File: config.mk
export PLATFORM = sky130hd
export DESIGN_NAME = lbmc_top
export DESIGN_NICKNAME = d
export VERILOG_FILES = /design/src/lbmc_pkg.sv /design/src/lbmc_top.sv
export SDC_FILE = /design/constraint.sdc
export NUM_CORES = 1
export LEC_CHECK = 0
export BUFFER_PORTS_ARGS = -buffer_cell sky130_fd_sc_hd__clkbuf_2
export CORE_MARGIN = 1
export CORE_UTILIZATION = 45
export CTS_CLUSTER_DIAMETER = 80
export DETAILED_ROUTE_END_ITERATION = 10
export PLACE_DENSITY = 0.62
export SYNTH_ARGS = -nofsm -noshare
export SYNTH_HDL_FRONTEND = slang
export SYNTH_SLANG_ARGS = --single-unit
File: constraint.sdc
create_clock -name clk -period 2.5 [get_ports clk]
set_input_delay 0.5 -clock clk [delete_from_list [all_inputs] [get_ports clk]]
set_output_delay 0.5 -clock clk [all_outputs]
set_load 0.05 [all_outputs]
File: src/lbmc_pkg.sv
package lbmc_pkg;

  // ----------------------------------------------------------------
  // Widths and port count
  // ----------------------------------------------------------------
  localparam int unsigned DATA_W = 8;
  localparam int unsigned ADDR_W = 5;
  localparam int unsigned PORTS = 8;

  // ----------------------------------------------------------------
  // Register offsets
  // ----------------------------------------------------------------
  localparam logic [4:0] OFS_SOFT_RESET = 5'h0A;
  localparam logic [4:0] OFS_GLOBAL_CONTROL = 5'h0F;
  localparam logic [4:0] OFS_PRIMARY_LAST = 5'h15;
  localparam logic [4:0] OFS_BANK_POINTER = 5'h1F;
  localparam logic [4:0] OFS_EXP_CTRL_LAST = 5'h07;
  localparam logic [4:0] OFS_EXP_TEST_FIRST = 5'h08;
  localparam logic [4:0] OFS_EXP_TEST_LAST = 5'h1E;
  localparam int unsigned PRIMARY_COUNT = 22;
  localparam int unsigned EXP_COUNT = 31;

  // ----------------------------------------------------------------
  // Field positions and special values
  // ----------------------------------------------------------------
  localparam int unsigned GC_BANDWIDTH_BIT = 2;
  localparam logic [7:0] BANK_SEL_EXPANDED = 8'hAA;
  localparam logic [7:0] BANK_SEL_PRIMARY = 8'h00;

  // ----------------------------------------------------------------
  // Values after reset
  // ----------------------------------------------------------------
  localparam logic [7:0] RST_DEFAULT = 8'h00;
  localparam logic [7:0] RST_SOFT_RESET = 8'hFF;
  localparam logic [7:0] RST_BANK_POINTER = 8'h00;
  // Fixed hardware-mode corner select level (narrow corner)
  localparam logic HW_CORNER_SELECT = 1'b0;

  // ----------------------------------------------------------------
  // Three-level pin codes from the pad comparators
  // ----------------------------------------------------------------
  typedef enum logic [1:0] {
    LVL_LOW = 2'h0,
    LVL_MID = 2'h1,
    LVL_FLOAT = 2'h2,
    LVL_HIGH = 2'h3
  } lbmc_level_e;

  // ----------------------------------------------------------------
  // Clock-loss timing
  // ----------------------------------------------------------------
  localparam int unsigned CLK_PERIOD_NS = 100;
  localparam int unsigned CLK_LOSS_TIME_NS = 2000;
  localparam int unsigned CLK_LOSS_CYCLES = CLK_LOSS_TIME_NS / CLK_PERIOD_NS;
  localparam int unsigned LOSS_CNT_W = 6;

endpackage

File: src/lbmc_top.sv
// Function
// RULE1: Writing AA to the bank pointer at 1F switches later accesses to the expanded bank.
// RULE2: Writing 00 to the bank pointer while expanded switches later accesses back to the primary bank.
// RULE3: Expanded addresses 08 to 1E are test registers resetting to zero, which the host leaves alone.
// RULE4: Expanded addresses 00 to 07 hold the eight per-port control masks in their fixed order.
// RULE5: With the master clock static the transmit path runs from port 1's transmit clock, receive status still follows the master clock.
// RULE6: With neither the master clock nor port 1's transmit clock toggling, all tip and ring outputs float.
// RULE7: Global control bit 2 alone sets the attenuator corner, one giving 6.5 Hz, FIFO depth ignored.
// RULE8: In hardware mode the attenuator corner is fixed, ignoring the bandwidth bit and FIFO depth.
// RULE9: In hardware mode each loopback pin gives remote when low, analog when high, none at mid supply.
// RULE10: In hardware mode the placement pin puts the attenuator in transmit when low, receive when high, off at mid supply, undefined when floating.
// RULE11: A write to the soft reset register at 0A returns every register to its default.
// RULE12: The soft reset register reads FF after reset.
// RULE13: Bank pointer values other than AA or 00 leave the bank unchanged, and 1F is the pointer in both banks.
// RULE14: All registers are eight bits wide and the bank selection resets to primary.
`timescale 1ns/1ps
`default_nettype none

module lbmc_top (
  input wire logic clk,
  input wire logic sys_rst,
  input wire logic [lbmc_pkg::ADDR_W-1:0] reg_addr,
  input wire logic [lbmc_pkg::DATA_W-1:0] reg_wdata,
  input wire logic reg_wr,
  input wire logic reg_rd,
  output logic [lbmc_pkg::DATA_W-1:0] reg_rdata,
  input wire logic master_clock,
  input wire logic port1_transmit_clock,
  input wire logic hw_mode,
  input wire logic [2*lbmc_pkg::PORTS-1:0] loopback_select_pin,
  input wire logic [1:0] attenuator_placement_pin,
  input wire logic [lbmc_pkg::PORTS-1:0] tx_tip_data,
  input wire logic [lbmc_pkg::PORTS-1:0] tx_ring_data,
  output logic [lbmc_pkg::PORTS-1:0] transmit_line_tip_out,
  output logic [lbmc_pkg::PORTS-1:0] transmit_line_tip_oe,
  output logic [lbmc_pkg::PORTS-1:0] transmit_line_ring_out,
  output logic [lbmc_pkg::PORTS-1:0] transmit_line_ring_oe,
  output logic tx_clock_from_port1,
  output logic rx_master_clock_ok,
  output logic attenuator_corner_select,
  output logic [lbmc_pkg::PORTS-1:0] remote_loopback,
  output logic [lbmc_pkg::PORTS-1:0] analog_loopback,
  output logic attenuator_in_tx,
  output logic attenuator_in_rx,
  output logic attenuator_placement_valid,
  output logic expanded_bank_active,
  output logic [lbmc_pkg::DATA_W-1:0] single_rail_mode_select,
  output logic [lbmc_pkg::DATA_W-1:0] line_code_select,
  output logic [lbmc_pkg::DATA_W-1:0] clock_recovery_enable,
  output logic [lbmc_pkg::DATA_W-1:0] receiver_power_down,
  output logic [lbmc_pkg::DATA_W-1:0] transmitter_power_down,
  output logic [lbmc_pkg::DATA_W-1:0] zero_run_detect_enable,
  output logic [lbmc_pkg::DATA_W-1:0] violation_detect_enable,
  output logic [lbmc_pkg::DATA_W-1:0] equalizer_enable
);
  import lbmc_pkg::*;

  // ----------------------------------------------------------------
  // Helpers
  // ----------------------------------------------------------------

  // Default value of a primary register by offset
  function automatic logic [7:0] primary_default(input int unsigned idx);
    begin
      primary_default = (idx == int'(OFS_SOFT_RESET)) ? RST_SOFT_RESET : RST_DEFAULT;
    end
  endfunction

  // Three-level pin decode, shared by loopback and placement pins
  function automatic logic [2:0] level_decode(input logic [1:0] code);
    begin
      // Returns {low, high, mid}; float gives all zero
      unique case (lbmc_level_e'(code))
        LVL_LOW: level_decode = 3'h4;
        LVL_HIGH: level_decode = 3'h2;
        LVL_MID: level_decode = 3'h1;
        LVL_FLOAT: level_decode = 3'h0;
      endcase
    end
  endfunction

  // ----------------------------------------------------------------
  // Register storage
  // ----------------------------------------------------------------
  logic [7:0] primary_reg [PRIMARY_COUNT];
  logic [7:0] expanded_reg [EXP_COUNT];
  logic [7:0] bank_pointer_reg;
  logic bank_sel_reg;
  logic bank_sel_next;
  logic [7:0] rdata_reg;
  logic [7:0] rdata_next;

  // ----------------------------------------------------------------
  // Address decode
  // ----------------------------------------------------------------
  wire logic hit_pointer = (reg_addr == OFS_BANK_POINTER); // [RULE13]
  wire logic hit_primary = !bank_sel_reg && (reg_addr <= OFS_PRIMARY_LAST);
  wire logic hit_expanded = bank_sel_reg && !hit_pointer;
  wire logic soft_reset_hit = reg_wr && hit_primary && (reg_addr == OFS_SOFT_RESET);
  wire logic wr_primary = reg_wr && hit_primary && !soft_reset_hit;
  wire logic wr_expanded = reg_wr && hit_expanded;
  wire logic wr_pointer = reg_wr && hit_pointer;
  // Full reset path: pin reset or software reset write
  wire logic regs_clear = sys_rst || soft_reset_hit; // [RULE11]

  // ----------------------------------------------------------------
  // Bank selection
  // ----------------------------------------------------------------

  // Only the two magic values move the bank; anything else keeps it
  always_comb begin
    bank_sel_next = bank_sel_reg;
    if (wr_pointer && reg_wdata == BANK_SEL_EXPANDED) begin
      bank_sel_next = 1'b1; // [RULE1]
    end else if (wr_pointer && reg_wdata == BANK_SEL_PRIMARY) begin
      bank_sel_next = 1'b0; // [RULE2]
    end
  end

  // Pointer and bank flag, both cleared by soft reset too
  always_ff @(posedge clk) begin
    if (regs_clear) begin
      bank_sel_reg <= 1'b0; // [RULE14]
      bank_pointer_reg <= RST_BANK_POINTER;
    end else begin
      bank_sel_reg <= bank_sel_next; // [RULE13]
      if (wr_pointer) begin
        bank_pointer_reg <= reg_wdata;
      end
    end
  end

  // ----------------------------------------------------------------
  // Primary bank
  // ----------------------------------------------------------------

  // Soft reset write restores defaults, itself back to FF
  always_ff @(posedge clk) begin
    for (int unsigned i = 0; i < PRIMARY_COUNT; i++) begin
      if (regs_clear) begin
        primary_reg[i] <= primary_default(i); // [RULE11] [RULE12]
      end else if (wr_primary && reg_addr == 5'(i)) begin
        primary_reg[i] <= reg_wdata;
      end
    end
  end

  // ----------------------------------------------------------------
  // Expanded bank
  // ----------------------------------------------------------------

  // Controls at 00-07 and test registers at 08-1E, all zero at reset
  always_ff @(posedge clk) begin
    for (int unsigned i = 0; i < EXP_COUNT; i++) begin
      if (regs_clear) begin
        expanded_reg[i] <= RST_DEFAULT; // [RULE3] [RULE11]
      end else if (wr_expanded && reg_addr == 5'(i)) begin
        expanded_reg[i] <= reg_wdata; // [RULE4]
      end
    end
  end

  // Control masks in fixed offset order
  assign single_rail_mode_select = expanded_reg[0]; // [RULE4]
  assign line_code_select = expanded_reg[1];
  assign clock_recovery_enable = expanded_reg[2];
  assign receiver_power_down = expanded_reg[3];
  assign transmitter_power_down = expanded_reg[4];
  assign zero_run_detect_enable = expanded_reg[5];
  assign violation_detect_enable = expanded_reg[6];
  assign equalizer_enable = expanded_reg[7];
  assign expanded_bank_active = bank_sel_reg;

  // ----------------------------------------------------------------
  // Read path
  // ----------------------------------------------------------------

  // Reserved primary offsets read zero; data valid one cycle only
  always_comb begin
    rdata_next = 8'h00;
    if (reg_rd) begin
      if (hit_pointer) begin
        rdata_next = bank_pointer_reg;
      end else if (hit_primary) begin
        rdata_next = primary_reg[reg_addr];
      end else if (hit_expanded) begin
        rdata_next = expanded_reg[reg_addr];
      end
    end
  end

  always_ff @(posedge clk) begin
    if (sys_rst) begin
      rdata_reg <= 8'h00;
    end else begin
      rdata_reg <= rdata_next;
    end
  end

  assign reg_rdata = rdata_reg;

  // ----------------------------------------------------------------
  // Clock activity monitors
  // ----------------------------------------------------------------
  logic mclk_prev_reg;
  logic tclk_prev_reg;
  logic [LOSS_CNT_W-1:0] mclk_idle_reg;
  logic [LOSS_CNT_W-1:0] tclk_idle_reg;
  localparam logic [LOSS_CNT_W-1:0] LOSS_LIMIT = LOSS_CNT_W'(CLK_LOSS_CYCLES);

  wire logic mclk_edge = master_clock ^ mclk_prev_reg;
  wire logic tclk_edge = port1_transmit_clock ^ tclk_prev_reg;
  // A clock is taken as static after the loss time with no edge
  wire logic mclk_active = (mclk_idle_reg < LOSS_LIMIT);
  wire logic tclk_active = (tclk_idle_reg < LOSS_LIMIT);

  // Idle counters saturate; starting saturated keeps line off until a clock shows
  always_ff @(posedge clk) begin
    if (sys_rst) begin
      mclk_prev_reg <= 1'b0;
      tclk_prev_reg <= 1'b0;
      mclk_idle_reg <= LOSS_LIMIT;
      tclk_idle_reg <= LOSS_LIMIT;
    end else begin
      mclk_prev_reg <= master_clock;
      tclk_prev_reg <= port1_transmit_clock;
      if (mclk_edge) begin
        mclk_idle_reg <= '0;
      end else if (mclk_active) begin
        mclk_idle_reg <= mclk_idle_reg + 1'b1;
      end
      if (tclk_edge) begin
        tclk_idle_reg <= '0;
      end else if (tclk_active) begin
        tclk_idle_reg <= tclk_idle_reg + 1'b1;
      end
    end
  end

  // ----------------------------------------------------------------
  // Transmit clock fallback and line drive
  // ----------------------------------------------------------------
  wire logic tx_clock_ok = mclk_active || tclk_active; // [RULE6]
  logic tx_from_port1_reg;
  logic rx_ok_reg;
  logic [PORTS-1:0] tip_reg;
  logic [PORTS-1:0] ring_reg;
  logic [PORTS-1:0] line_oe_reg;

  // Receive status tracks the real master clock, never the fallback
  always_ff @(posedge clk) begin
    if (sys_rst) begin
      tx_from_port1_reg <= 1'b0;
      rx_ok_reg <= 1'b0;
      tip_reg <= '0;
      ring_reg <= '0;
      line_oe_reg <= '0;
    end else begin
      tx_from_port1_reg <= !mclk_active; // [RULE5]
      rx_ok_reg <= mclk_active; // [RULE5]
      tip_reg <= tx_tip_data;
      ring_reg <= tx_ring_data;
      line_oe_reg <= {PORTS{tx_clock_ok}}; // [RULE6]
    end
  end

  assign tx_clock_from_port1 = tx_from_port1_reg;
  assign rx_master_clock_ok = rx_ok_reg;
  assign transmit_line_tip_out = tip_reg;
  assign transmit_line_ring_out = ring_reg;
  assign transmit_line_tip_oe = line_oe_reg;
  assign transmit_line_ring_oe = line_oe_reg;

  // ----------------------------------------------------------------
  // Attenuator corner frequency
  // ----------------------------------------------------------------

  // Only the bandwidth bit matters; FIFO depth is deliberately not an input
  wire logic host_corner = primary_reg[OFS_GLOBAL_CONTROL][GC_BANDWIDTH_BIT]; // [RULE7]
  wire logic corner_next = hw_mode ? HW_CORNER_SELECT : host_corner; // [RULE8]
  logic corner_reg;

  always_ff @(posedge clk) begin
    if (sys_rst) begin
      corner_reg <= 1'b0;
    end else begin
      corner_reg <= corner_next;
    end
  end

  assign attenuator_corner_select = corner_reg;

  // ----------------------------------------------------------------
  // Hardware-mode pin decode
  // ----------------------------------------------------------------
  logic [PORTS-1:0] remote_next;
  logic [PORTS-1:0] analog_next;
  logic [PORTS-1:0] remote_reg;
  logic [PORTS-1:0] analog_reg;
  logic [2:0] lp_lvl;

  // Per-port loopback; a floating pin falls into no loopback
  always_comb begin
    remote_next = '0;
    analog_next = '0;
    lp_lvl = 3'h0;
    for (int unsigned p = 0; p < PORTS; p++) begin
      lp_lvl = level_decode(loopback_select_pin[2*p +: 2]);
      remote_next[p] = hw_mode && lp_lvl[2]; // [RULE9]
      analog_next[p] = hw_mode && lp_lvl[1]; // [RULE9]
    end
  end

  // Placement pin; float leaves the placement flagged invalid
  wire logic [2:0] ja_lvl = level_decode(attenuator_placement_pin);
  wire logic ja_tx_next = hw_mode && ja_lvl[2]; // [RULE10]
  wire logic ja_rx_next = hw_mode && ja_lvl[1]; // [RULE10]
  wire logic ja_valid_next = !hw_mode || (ja_lvl != 3'h0); // [RULE10]
  logic ja_tx_reg;
  logic ja_rx_reg;
  logic ja_valid_reg;

  always_ff @(posedge clk) begin
    if (sys_rst) begin
      remote_reg <= '0;
      analog_reg <= '0;
      ja_tx_reg <= 1'b0;
      ja_rx_reg <= 1'b0;
      ja_valid_reg <= 1'b1;
    end else begin
      remote_reg <= remote_next;
      analog_reg <= analog_next;
      ja_tx_reg <= ja_tx_next;
      ja_rx_reg <= ja_rx_next;
      ja_valid_reg <= ja_valid_next;
    end
  end

  assign remote_loopback = remote_reg;
  assign analog_loopback = analog_reg;
  assign attenuator_in_tx = ja_tx_reg;
  assign attenuator_in_rx = ja_rx_reg;
  assign attenuator_placement_valid = ja_valid_reg;

endmodule

`default_nettype wire

==> results.txt, run 1 <==
----------------------------------------------------
[Cells and area]
  Number of diodes ... 0
  Layout area overhead ... 20.5%
  Post-layout net count ... 1,979
  Fraction of final layout cells sized beyond drive strength 1 ... 30.4%
  Finished Core Util ... 54.9%
  Max FFs per register ... 248

[Timing]
  Total setup violations reported at the end of the flow ... 0
  Highest Clock Rate ... 453 MHz
  Max transition margin ... 38.1%
  RSZ-0062 raised after global routing ... no
  Final count of pins violating max slew ... 0
  Setup Total Neg Slack ... 0 ps
  Post-layout minimum cycle time ... 2210 ps
  Setup skew after layout ... 19.2 ps
  Transition time of the tightest slew-check pin ... 921 ps
  Final-report hold violation count ... 0
  Worst path setup slack after routing ... 291 ps
  Final worst-path cycle share ... 88.4%

[Logic synthesis]
  Post-synth EDFFs ... 424
  Largest family of logic cells by synthesized area ... simple AND/OR/NAND/NOR gates
  Top cell type's share of synthesized area ... 57.2%
  Top cells by area, synth ... edfxtp_1, and2_1, mux4_2, dfxtp_1, mux2i_1
  Simple logic cell fraction of the synthesized area ... 17.0%
  Most frequent cell after synthesis ... edfxtp_1
  Synth Area in Compound Gates ... 5.32%
  FFs w/ async S/R, synth ... 0%
  Mean instance size in the synthesized netlist ... 13.8 um2
  Xor/xnor cell area share of the yosys netlist ... 0.315%
  Number of different library cells in the post-synthesis netlist ... 65
  Synth Flop Type ... edfxtp_1
  Post-synthesis share of cell area spent on full adders, half adders and majority gates ... 0.112%
  Sequential-to-total area share from yosys stat ... 63.5%
  Synthesis Warnings ... 0
  Post-synth top area cell ... edfxtp_1
  Share of synthesized area spent on multiplexers ... 10.3%
  Synthesized instance count ... 1,617
  Post-Synthesis Cell Area ... 0.0223 mm2
  Top cell types by occurrence after synthesis ... edfxtp_1, and2_1, and3_1
  Number of storage elements in the synthesis netlist ... 494

[Global route]
  All-Layer GR Usage ... 25.0%
  Via count of the first global-routing pass ... 14,561
  Largest net degree at the start of global routing ... 54
  First-pass GRT wire length ... 92,900 um
  Antenna violations before repair ... 1
  Overflow after GRT ... 0

[Drt]
  Number of nets still failing antenna checks after routing ... 0
  Number of vias after detailed routing ... 14,565
  Routed length per placed instance ... 23.5 um
  Detail-routed via count per cell ... 5.54
  Violation count after the first detailed-route iteration ... 1,523
  TritonRoute pass-1 iters ... 5
  Routed WL ... 61,800 um
  DRC errors left ... 0

[Clock tree]
  Number of buffers created by CTS ... 51
  Maximum level of the CTS H-tree ... 2
  Number of setup buffers added after CTS ... 0
  Clock transition time at the flip-flop clock pins of the worst setup and hold paths ... 60 ps
  Hold buffer count at cts ... 0
  CTS resizes ... 0
  TritonCTS clock tree ... yes
  Clock latency on the worst-skew pair ... 600 ps
  Clock net sink count ... 494
  Longest Clk Path Bufs ... 3
  Clock tree root driver cell ... clkbuf_16

[Setup path]
  Required time of the critical path ... 2980 ps
  R2r worst-path depth ... 4
  Max FO, Critical Path ... 16
  Critical path class ... flop to flop
  Data arrival at the endpoint of the critical path ... 2690 ps
  Capture instance of the worst register-to-register path ... expanded_reg[1][5]$_SDFFCE_PN0P_
  Endpoint type of the worst setup path ... flop
  Register-to-Register Setup Slack ... 290 ps
  Launch point of the worst reg-to-reg path ... expanded_bank_active$_SDFFE_PP0P_
  Setup crit start ... expanded_bank_active$_SDFFE_PP0P_
  Critical Path End ... expanded_reg[1][5]$_SDFFCE_PN0P_
  Element type at the critical path start ... flop

[Placement]
  Placer congestion estimate ... 0.914
  Port Buffer Count ... 180
  Place WS ... -94.8 ps
  Estimated wirelength of the detail-placed design ... 42,700 um

[Outcome]
  Status ... completed

[Min path]
  Hold WC Path Type ... input port to flop

[Floorplan]
  Die H ... 224 um
  Die area ... 0.0504 mm2
  Die Wd ... 224 um
  Row count ... 81
  Number of top-level pins ... 181
  Placeable core region ... 0.0488 mm2
  Starting density of the core ... 45.6%

[Power and ir drop]
  Overall Power ... 19.2 mW
  Leakage power ... 10.6 nW
  IR drop worst, VDD ... 0.000564 V
  Power per cell area ... 717 mW/mm2

[Run]
  Max-capacitance violation count ... 0

----------------------------------------------------
[stage by stage]
stage / hold slack (ps) / std cells / area [um2]
after floorplan: 422 / 1624 / 22300
after global placement: 440 / 2534 / 25100
after detailed placement: 459 / 2534 / 25100
after CTS: 42.0 / 2629 / 26800
after global routing: 58.5 / 2629 / 26800
final: 76.1 / 2629 / 26800
[where the power goes]
part	leakage [nW]	total, mW	switching, mW	internal [mW]
Clock	0.849	7.92	3.23	4.69
Sequential	4.82	9.45	0.153	9.29
Combinational	4.91	1.88	1.23	0.651
[how the worst min path moves through the flow]
stage / from / to / slack (ps) / cells after the start
finish: loopback_select_pin[15] / remote_loopback[7]$_SDFF_PP0_ / 80 / 2
global route: loopback_select_pin[10] / remote_loopback[5]$_SDFF_PP0_ / 60 / 2
CTS: loopback_select_pin[10] / remote_loopback[5]$_SDFF_PP0_ / 40 / 2
detailed placement: tclk_idle_reg[5]$_SDFFE_PP0N_ / tclk_idle_reg[5]$_SDFFE_PP0N_ / 460 / 2
global placement: tclk_idle_reg[5]$_SDFFE_PP0N_ / tclk_idle_reg[5]$_SDFFE_PP0N_ / 440 / 2
floorplan: mclk_idle_reg[5]$_SDFFE_PP0P_ / rx_master_clock_ok$_SDFF_PP0_ / 420 / 1
[cell families (layout without fill, tap and decap cells)]
logic type                 after synthesis  in the layout
buffers and inverters                  153            494
DFF                                    494            494
muxes                                  140            140
adders and majority gates                2              2
AOI/OAI and AO/OA                      178            178
and+or+nand+nor                        641            641
xor gates and xnor gates                 8              8
other                                    1              8
[layout make-up]
cell class / instances / area, um2
clock buffers: 67 / 1450
clock inverters: 28 / 295
fillers: 4034 / 22000
inverters: 11 / 41.3
multi-input cells: 977 / 7400
flip-flops and latches: 494 / 14100
well taps: 664 / 831
repair buffers: 388 / 2680
[cell usage in the layout, fill, tap and decap left out, drive strengths merged, types with 20 or more instances in the layout]
cell	instances
o21ai	63
mux2i	56
clkbuf	245
and2	350
nand2	49
edfxtp	424
and3	82
nor2	78
buf	210
o211ai	20
dfxtp	70
nor2b	25
mux4	70
[metal layers]
| layer | track usage, % | vias up | routed length, um |
|---|---|---|---|
| met5 | 0 | - | 0 |
| met4 | 8.16 | 0 | 1520 |
| met3 | 4.66 | 97 | 5230 |
| met2 | 40.4 | 678 | 29400 |
| met1 | 34.3 | 7263 | 25700 |
| li1 | - | 6527 | - |
[worst max-delay path, stage by stage, from the launching register on]
cell and delay (ps):
dfxtp_1 720, nand3b_1 200, or2_2 510, nor2_1 460, and2_1 200
No activity file was read; power rests on OpenSTA's default activity.
==> run 2: changes to the inputs <==
--- a/config.mk
+++ b/config.mk
@@ -10,7 +10,7 @@
 export CORE_UTILIZATION = 45
 export CTS_CLUSTER_DIAMETER = 80
 export DETAILED_ROUTE_END_ITERATION = 10
-export PLACE_DENSITY = 0.62
+export PLACE_DENSITY = 0.73
 export SYNTH_ARGS = -nofsm -noshare
 export SYNTH_HDL_FRONTEND = slang
 export SYNTH_SLANG_ARGS = --single-unit
==> results.txt, run 2 (same netlist as run 1, synthesis figures left out) <==
----------------------------------------------------
[Clock tree]
  TritonCTS clock tree ... yes
  Longest Clk Path Bufs ... 3
  Clock transition time at the flip-flop clock pins of the worst setup and hold paths ... 60 ps
  Hold buffer count at cts ... 0
  Clock latency on the worst-skew pair ... 620 ps
  Clock net sink count ... 494
  Maximum level of the CTS H-tree ... 2
  Number of setup buffers added after CTS ... 0
  Clock tree root driver cell ... clkbuf_16
  Number of buffers created by CTS ... 53
  CTS resizes ... 0

[Min path]
  Hold WC Path Type ... input port to flop

[Floorplan]
  Starting density of the core ... 45.6%
  Placeable core region ... 0.0488 mm2
  Row count ... 81
  Die area ... 0.0504 mm2
  Die Wd ... 224 um
  Die H ... 224 um
  Number of top-level pins ... 181

[Timing]
  Final-report hold violation count ... 0
  Total setup violations reported at the end of the flow ... 0
  Transition time of the tightest slew-check pin ... 686 ps
  Max transition margin ... 54.3%
  Post-layout minimum cycle time ... 2240 ps
  Final count of pins violating max slew ... 0
  Setup Total Neg Slack ... 0 ps
  RSZ-0062 raised after global routing ... no
  Setup skew after layout ... 32.8 ps
  Highest Clock Rate ... 447 MHz
  Final worst-path cycle share ... 89.5%

[Global route]
  Largest net degree at the start of global routing ... 54
  Overflow after GRT ... 0
  Via count of the first global-routing pass ... 14,527
  First-pass GRT wire length ... 87,800 um
  Antenna violations before repair ... 0
  All-Layer GR Usage ... 23.5%

[Cells and area]
  Post-layout net count ... 1,946
  Fillers ... 4,008
  Fraction of final layout cells sized beyond drive strength 1 ... 29.3%
  Commonest non-fill, non-tap cells in the layout ... edfxtp_1, and2_1, clkbuf_2, buf_4, and3_1
  Most common cell after layout, fill and taps aside ... edfxtp_1
  Max FFs per register ... 248
  Layout area overhead ... 19.3%
  Number of diodes ... 0

[Outcome]
  Status ... completed

[Setup path]
  Series of cell instances along the critical path ... nand4_1 -> or2_2 -> nor2_2 -> and2_1
  Element type at the critical path start ... flop
  Critical path's largest stage delay ... 700 ps
  Max FO, Critical Path ... 11
  Data arrival at the endpoint of the critical path ... 2690 ps
  Endpoint type of the worst setup path ... flop
  Critical path class ... flop to flop
  Worst path slowest cell ... dfxtp_1
  Required time of the critical path ... 2960 ps

[Drt]
  Routed WL ... 58,900 um
  Detail-routed via count per cell ... 5.60
  TritonRoute pass-1 iters ... 6
  Number of nets still failing antenna checks after routing ... 0
  DRC errors left ... 0
  Violation count after the first detailed-route iteration ... 1,672
  Number of vias after detailed routing ... 14,550
  Routed length per placed instance ... 22.6 um

[Placement]
  Estimated wirelength of the detail-placed design ... 40,600 um
  Placer congestion estimate ... 0.952
  Port Buffer Count ... 180

[Power and ir drop]
  Overall Power ... 19.1 mW
  Power per cell area ... 719 mW/mm2
  IR drop worst, VDD ... 0.000496 V
  Leakage power ... 10.4 nW

[Run]
  Max-capacitance violation count ... 0

----------------------------------------------------
==> run 2: changes by cell type in the layout (fill, tap and decap cells not counted), moves of 2 or more <==
cell        change
clkbuf_8        +4
clkbuf_1        +4
clkinvlp_4      -3
clkinv_1        -4
bufinv_16       -3
buf_4          -33
buf_12          -2
clkinv_8        +2
==> run 2: worst paths after layout <==
check,to,slack (ps),startpoint,cells after the start
hold reg to reg,rx_master_clock_ok$_SDFF_PP0_,440,mclk_idle_reg[5]$_SDFFE_PP0P_,1
setup / recovery,expanded_reg[23][5]$_SDFFCE_PN0P_,260,expanded_bank_active$_SDFFE_PP0P_,4
hold / removal,remote_loopback[4]$_SDFF_PP0_,70,loopback_select_pin[8],2
setup reg to reg,expanded_reg[23][5]$_SDFFCE_PN0P_,260,expanded_bank_active$_SDFFE_PP0P_,4
==> run 2: report_power, final <==
group          internal (mW)  leakage (nW)  switching [mW]
Clock                   4.52         0.867            3.29
Sequential              9.30          4.82           0.147
Combinational          0.626          4.74            1.20
Total                   14.4          10.4            4.64
==> run 2: metal layers <==
metal | vias up | GRT usage [%] | wire (um)
met5 | - | 0 | 0
met1 | 7210 | 30.7 | 23200
met4 | 0 | 9.11 | 2020
li1 | 6456 | - | -
met2 | 748 | 38.5 | 28300
met3 | 136 | 4.85 | 5350
==> run 2: through the flow <==
step / setup slack (ps) / cell area (um2) / util [%] / hold slack [ps] / instances
final: 264 / 26600 / 54.4 / 65.1 / 2599
after global routing: 217 / 26600 / 54.4 / 51.7 / 2599
after CTS: 349 / 26600 / 54.4 / 33.9 / 2599
after detailed placement: -165 / 24800 / 50.8 / 446 / 2499
after global placement: -104 / 24800 / 50.8 / 435 / 2499
after floorplan: -50.1 / 22300 / - / 422 / 1624
==> run 2: critical path: cells and delay by family (launching register included) <==
| family | cells | cell delay, ps |
|---|---|---|
| simple gates | 4 | 1360 |
| flops | 1 | 700 |
==> run 2: final cells by class <==
type,count,area (um2),area share [%]
inverters,11,41.3,0.155
clock inverters,25,259,0.975
repair buffers,353,2400,9.02
multi-input cells,977,7400,27.9
clock buffers,75,1500,5.65
flip-flops and latches,494,14100,53.2
well taps,664,831,3.13
==> run 3: changes to the inputs <==
--- a/config.mk
+++ b/config.mk
@@ -5,12 +5,13 @@
 export SDC_FILE = /design/constraint.sdc
 export NUM_CORES = 1
 export LEC_CHECK = 0
+export ABC_AREA = 1
 export BUFFER_PORTS_ARGS = -buffer_cell sky130_fd_sc_hd__clkbuf_2
 export CORE_MARGIN = 1
 export CORE_UTILIZATION = 45
 export CTS_CLUSTER_DIAMETER = 80
 export DETAILED_ROUTE_END_ITERATION = 10
-export PLACE_DENSITY = 0.73
+export PLACE_DENSITY = 0.71
 export SYNTH_ARGS = -nofsm -noshare
 export SYNTH_HDL_FRONTEND = slang
 export SYNTH_SLANG_ARGS = --single-unit
==> constraint.sdc (replaced) <==
create_clock -name clk -period 2.11 [get_ports clk]
set_input_delay 0.422 -clock clk [delete_from_list [all_inputs] [get_ports clk]]
set_output_delay 0.422 -clock clk [all_outputs]
set_load 0.05 [all_outputs]
==> results.txt, run 3 <==
----------------------------------------------------
[Cells and area]
  Post-route non-filler standard cell count ... 3,467
  Commonest non-fill, non-tap cells in the layout ... nand2_1, nor2_1, edfxtp_1, clkbuf_2, buf_4
  Final design instance area without fill ... 0.0272 mm2
  Fillers ... 4,161
  Number of diodes ... 0
  Finished Core Util ... 56.5%
  Most common cell after layout, fill and taps aside ... nand2_1
  Post-layout net count ... 2,829
  Fraction of final layout cells sized beyond drive strength 1 ... 18.6%
  Max FFs per register ... 248
  Layout area overhead ... 23.0%
  Register cell area after layout ... 0.0141 mm2
  Footprint of the multi-input gates ... 0.00742 mm2

[Min path]
  Hold WC Path Type ... input port to flop
  Destination of the worst hold path ... transmit_line_ring_out[5]$_SDFF_PP0_
  Hold depth ... 3
  Launch point of the worst hold path ... tx_ring_data[5]

[Floorplan]
  Die H ... 224 um
  Die area ... 0.0500 mm2
  Placeable core region ... 0.0481 mm2
  Number of top-level pins ... 181
  Die Wd ... 224 um
  Row count ... 80
  Starting density of the core ... 45.9%

[Timing]
  Transition time of the tightest slew-check pin ... 746 ps
  Setup skew after layout ... 17.8 ps
  Final-report hold violation count ... 0
  Post-layout minimum cycle time ... 1960 ps
  Max transition margin ... 49.8%
  Final worst-path cycle share ... 92.8%
  RSZ-0062 raised after global routing ... no
  Worst path setup slack after routing ... 153 ps
  Highest Clock Rate ... 511 MHz
  Final count of pins violating max slew ... 0
  Total setup violations reported at the end of the flow ... 0

[Logic synthesis]
  Synthesized instance count ... 2,472
  FFs w/ async S/R, synth ... 0%
  Synth Flop Type ... edfxtp_1
  Post-Synthesis Cell Area ... 0.0221 mm2
  Most frequent cell after synthesis ... nand2_1
  Top cell type's share of synthesized area ... 57.6%
  Top cell types by occurrence after synthesis ... nand2_1, nor2_1, edfxtp_1
  Post-synth top area cell ... edfxtp_1
  Post-synth EDFFs ... 424
  Number of storage elements in the synthesis netlist ... 494
  Mean instance size in the synthesized netlist ... 8.95 um2
  Number of different library cells in the post-synthesis netlist ... 31
  Top cells by area, synth ... edfxtp_1, nand2_1, nor2_1, dfxtp_1, nand3_1
  Synthesis Warnings ... 0
  Sequential-to-total area share from yosys stat ... 63.9%

[Power and ir drop]
  IR drop worst, VDD ... 0.000843 V
  Seq pwr share ... 50.6%
  Share of power burned in combinational logic ... 10.9%
  Net Sw Frac ... 25.7%
  Leakage power ... 11.9 nW
  Power per cell area ... 805 mW/mm2
  Clk network pwr share ... 38.4%
  Net switching component of the power ... 5.62 mW
  Overall Power ... 21.9 mW
  Internal power of the cells ... 16.3 mW

[Placement]
  Placer congestion estimate ... 0.903
  Area after detailed placement ... 0.0254 mm2
  Estimated wirelength of the detail-placed design ... 45,500 um
  Place WS ... -508 ps
  Count of placed standard cells including taps ... 3,350
  Port Buffer Count ... 180

[Setup path]
  Series of cell instances along the critical path ... clkbuf_2
  Buffers & Inverters on Critical Path ... 1
  Top cell family by delay on the critical path ... flip-flops
  R2r worst-path depth ... 7
  Endpoint type of the worst setup path ... output port
  Max FO, Critical Path ... 16
  Critical path's largest stage delay ... 580 ps
  Element type at the critical path start ... flop
  Capture instance of the worst register-to-register path ... expanded_reg[11][0]$_SDFFCE_PN0P_
  Data arrival at the endpoint of the critical path ... 1540 ps
  Required time of the critical path ... 1690 ps
  Critical path class ... flop to output port
  Launch point of the worst reg-to-reg path ... expanded_bank_active$_SDFFE_PP0P_
  Register-to-Register Setup Slack ... 220 ps
  Worst path slowest cell ... dfxtp_1

[Clock tree]
  Maximum level of the CTS H-tree ... 2
  Longest Clk Path Bufs ... 3
  Clock tree root driver cell ... clkbuf_16
  Clock transition time at the flip-flop clock pins of the worst setup and hold paths ... 60 ps
  Clock latency on the worst-skew pair ... 610 ps
  Number of setup buffers added after CTS ... 0
  Clock net sink count ... 494
  TritonCTS clock tree ... yes
  Number of buffers created by CTS ... 50

[Global route]
  Via count of the first global-routing pass ... 18,164
  Overflow after GRT ... 0
  Largest net degree at the start of global routing ... 54
  Antenna violations before repair ... 1
  All-Layer GR Usage ... 26.5%
  First-pass GRT wire length ... 101,000 um

[Run]
  Max-capacitance violation count ... 0

[Drt]
  Routed WL ... 66,700 um
  Violation count after the first detailed-route iteration ... 2,001
  Detail-routed via count per cell ... 5.35
  Number of nets still failing antenna checks after routing ... 0
  TritonRoute pass-1 iters ... 7
  Number of vias after detailed routing ... 18,537
  Routed length per placed instance ... 19.2 um
  DRC errors left ... 0

[Outcome]
  Status ... completed

----------------------------------------------------
run 3: repair_timing:
item,CTS,global route
endpoints found under the setup margin,0,28
hold endpoints to repair,21,0
gates resized for setup,0,1
hold buffers,27,0
run 3: power groups by stage:
stage	Clock (mW)	Combinational, mW	Sequential (mW)
after floorplan	0	1.13	11.5
after global placement	0	2.30	11.3
after detailed placement	0	2.33	11.3
after CTS	8.46	2.37	11.1
after global routing	8.82	2.55	11.1
final	8.41	2.40	11.1
run 3: layout make-up:
type,instances,area share [%]
Sequential cell,494,52.0
Multi-Input combinational cell,1765,27.3
Timing Repair Buffer,397,11.2
Clock buffer,69,5.02
Tap cell,656,3.02
Inverter,65,0.911
Clock inverter,21,0.570
run 3: cells by family (layout without fill, tap and decap cells):
group | count (synthesis) | in the layout | share of synthesized area [%]
buffers and inverters | 220 | 552 | 4.06
AND/OR/NAND/NOR | 1654 | 1654 | 29.4
adder cells (fa/ha/maj) | 2 | 2 | 0.113
AO/OA/AOI/OAI | 99 | 99 | 2.38
other | 1 | 8 | 0.0170
flip-flops | 494 | 494 | 63.9
XOR/XNOR | 2 | 2 | 0.0792
run 3: how the worst max path moves through the flow:
stage,from,end,slack [ps],depth (start not counted)
2_1_floorplan,reg_addr[4],primary_reg[20][0]$_SDFFCE_PN0P_,-70,4
3_3_place_gp,reg_addr[2],expanded_reg[4][1]$_SDFFCE_PN0P_,-480,11
3_5_place_dp,reg_addr[2],expanded_reg[4][0]$_SDFFCE_PN0P_,-510,11
4_1_cts,reg_addr[2],expanded_reg[4][6]$_SDFFCE_PN0P_,100,11
5_1_grt,transmit_line_ring_oe[0]$_SDFF_PP0_,transmit_line_ring_oe[0],30,1
6_report,transmit_line_ring_oe[0]$_SDFF_PP0_,transmit_line_ring_oe[0],150,1
run 3: stage by stage:
stage / hold slack, ps / TNS (ps)
after floorplan: 409 / -4760
after global routing: 13.0 / 0
after CTS: 0.120 / 0
after detailed placement: 430 / -50600
after global placement: 428 / -26440
final: 20.2 / 0
run 3: metal layers:
layer  up-vias  GRT usage, %  wire length [um]
met4         2          11.9              2800
met2       957          43.6             31700
met5         -             0                11
li1       8593             -                 -
met3       173          5.18              6700
met1      8812          34.1             25500
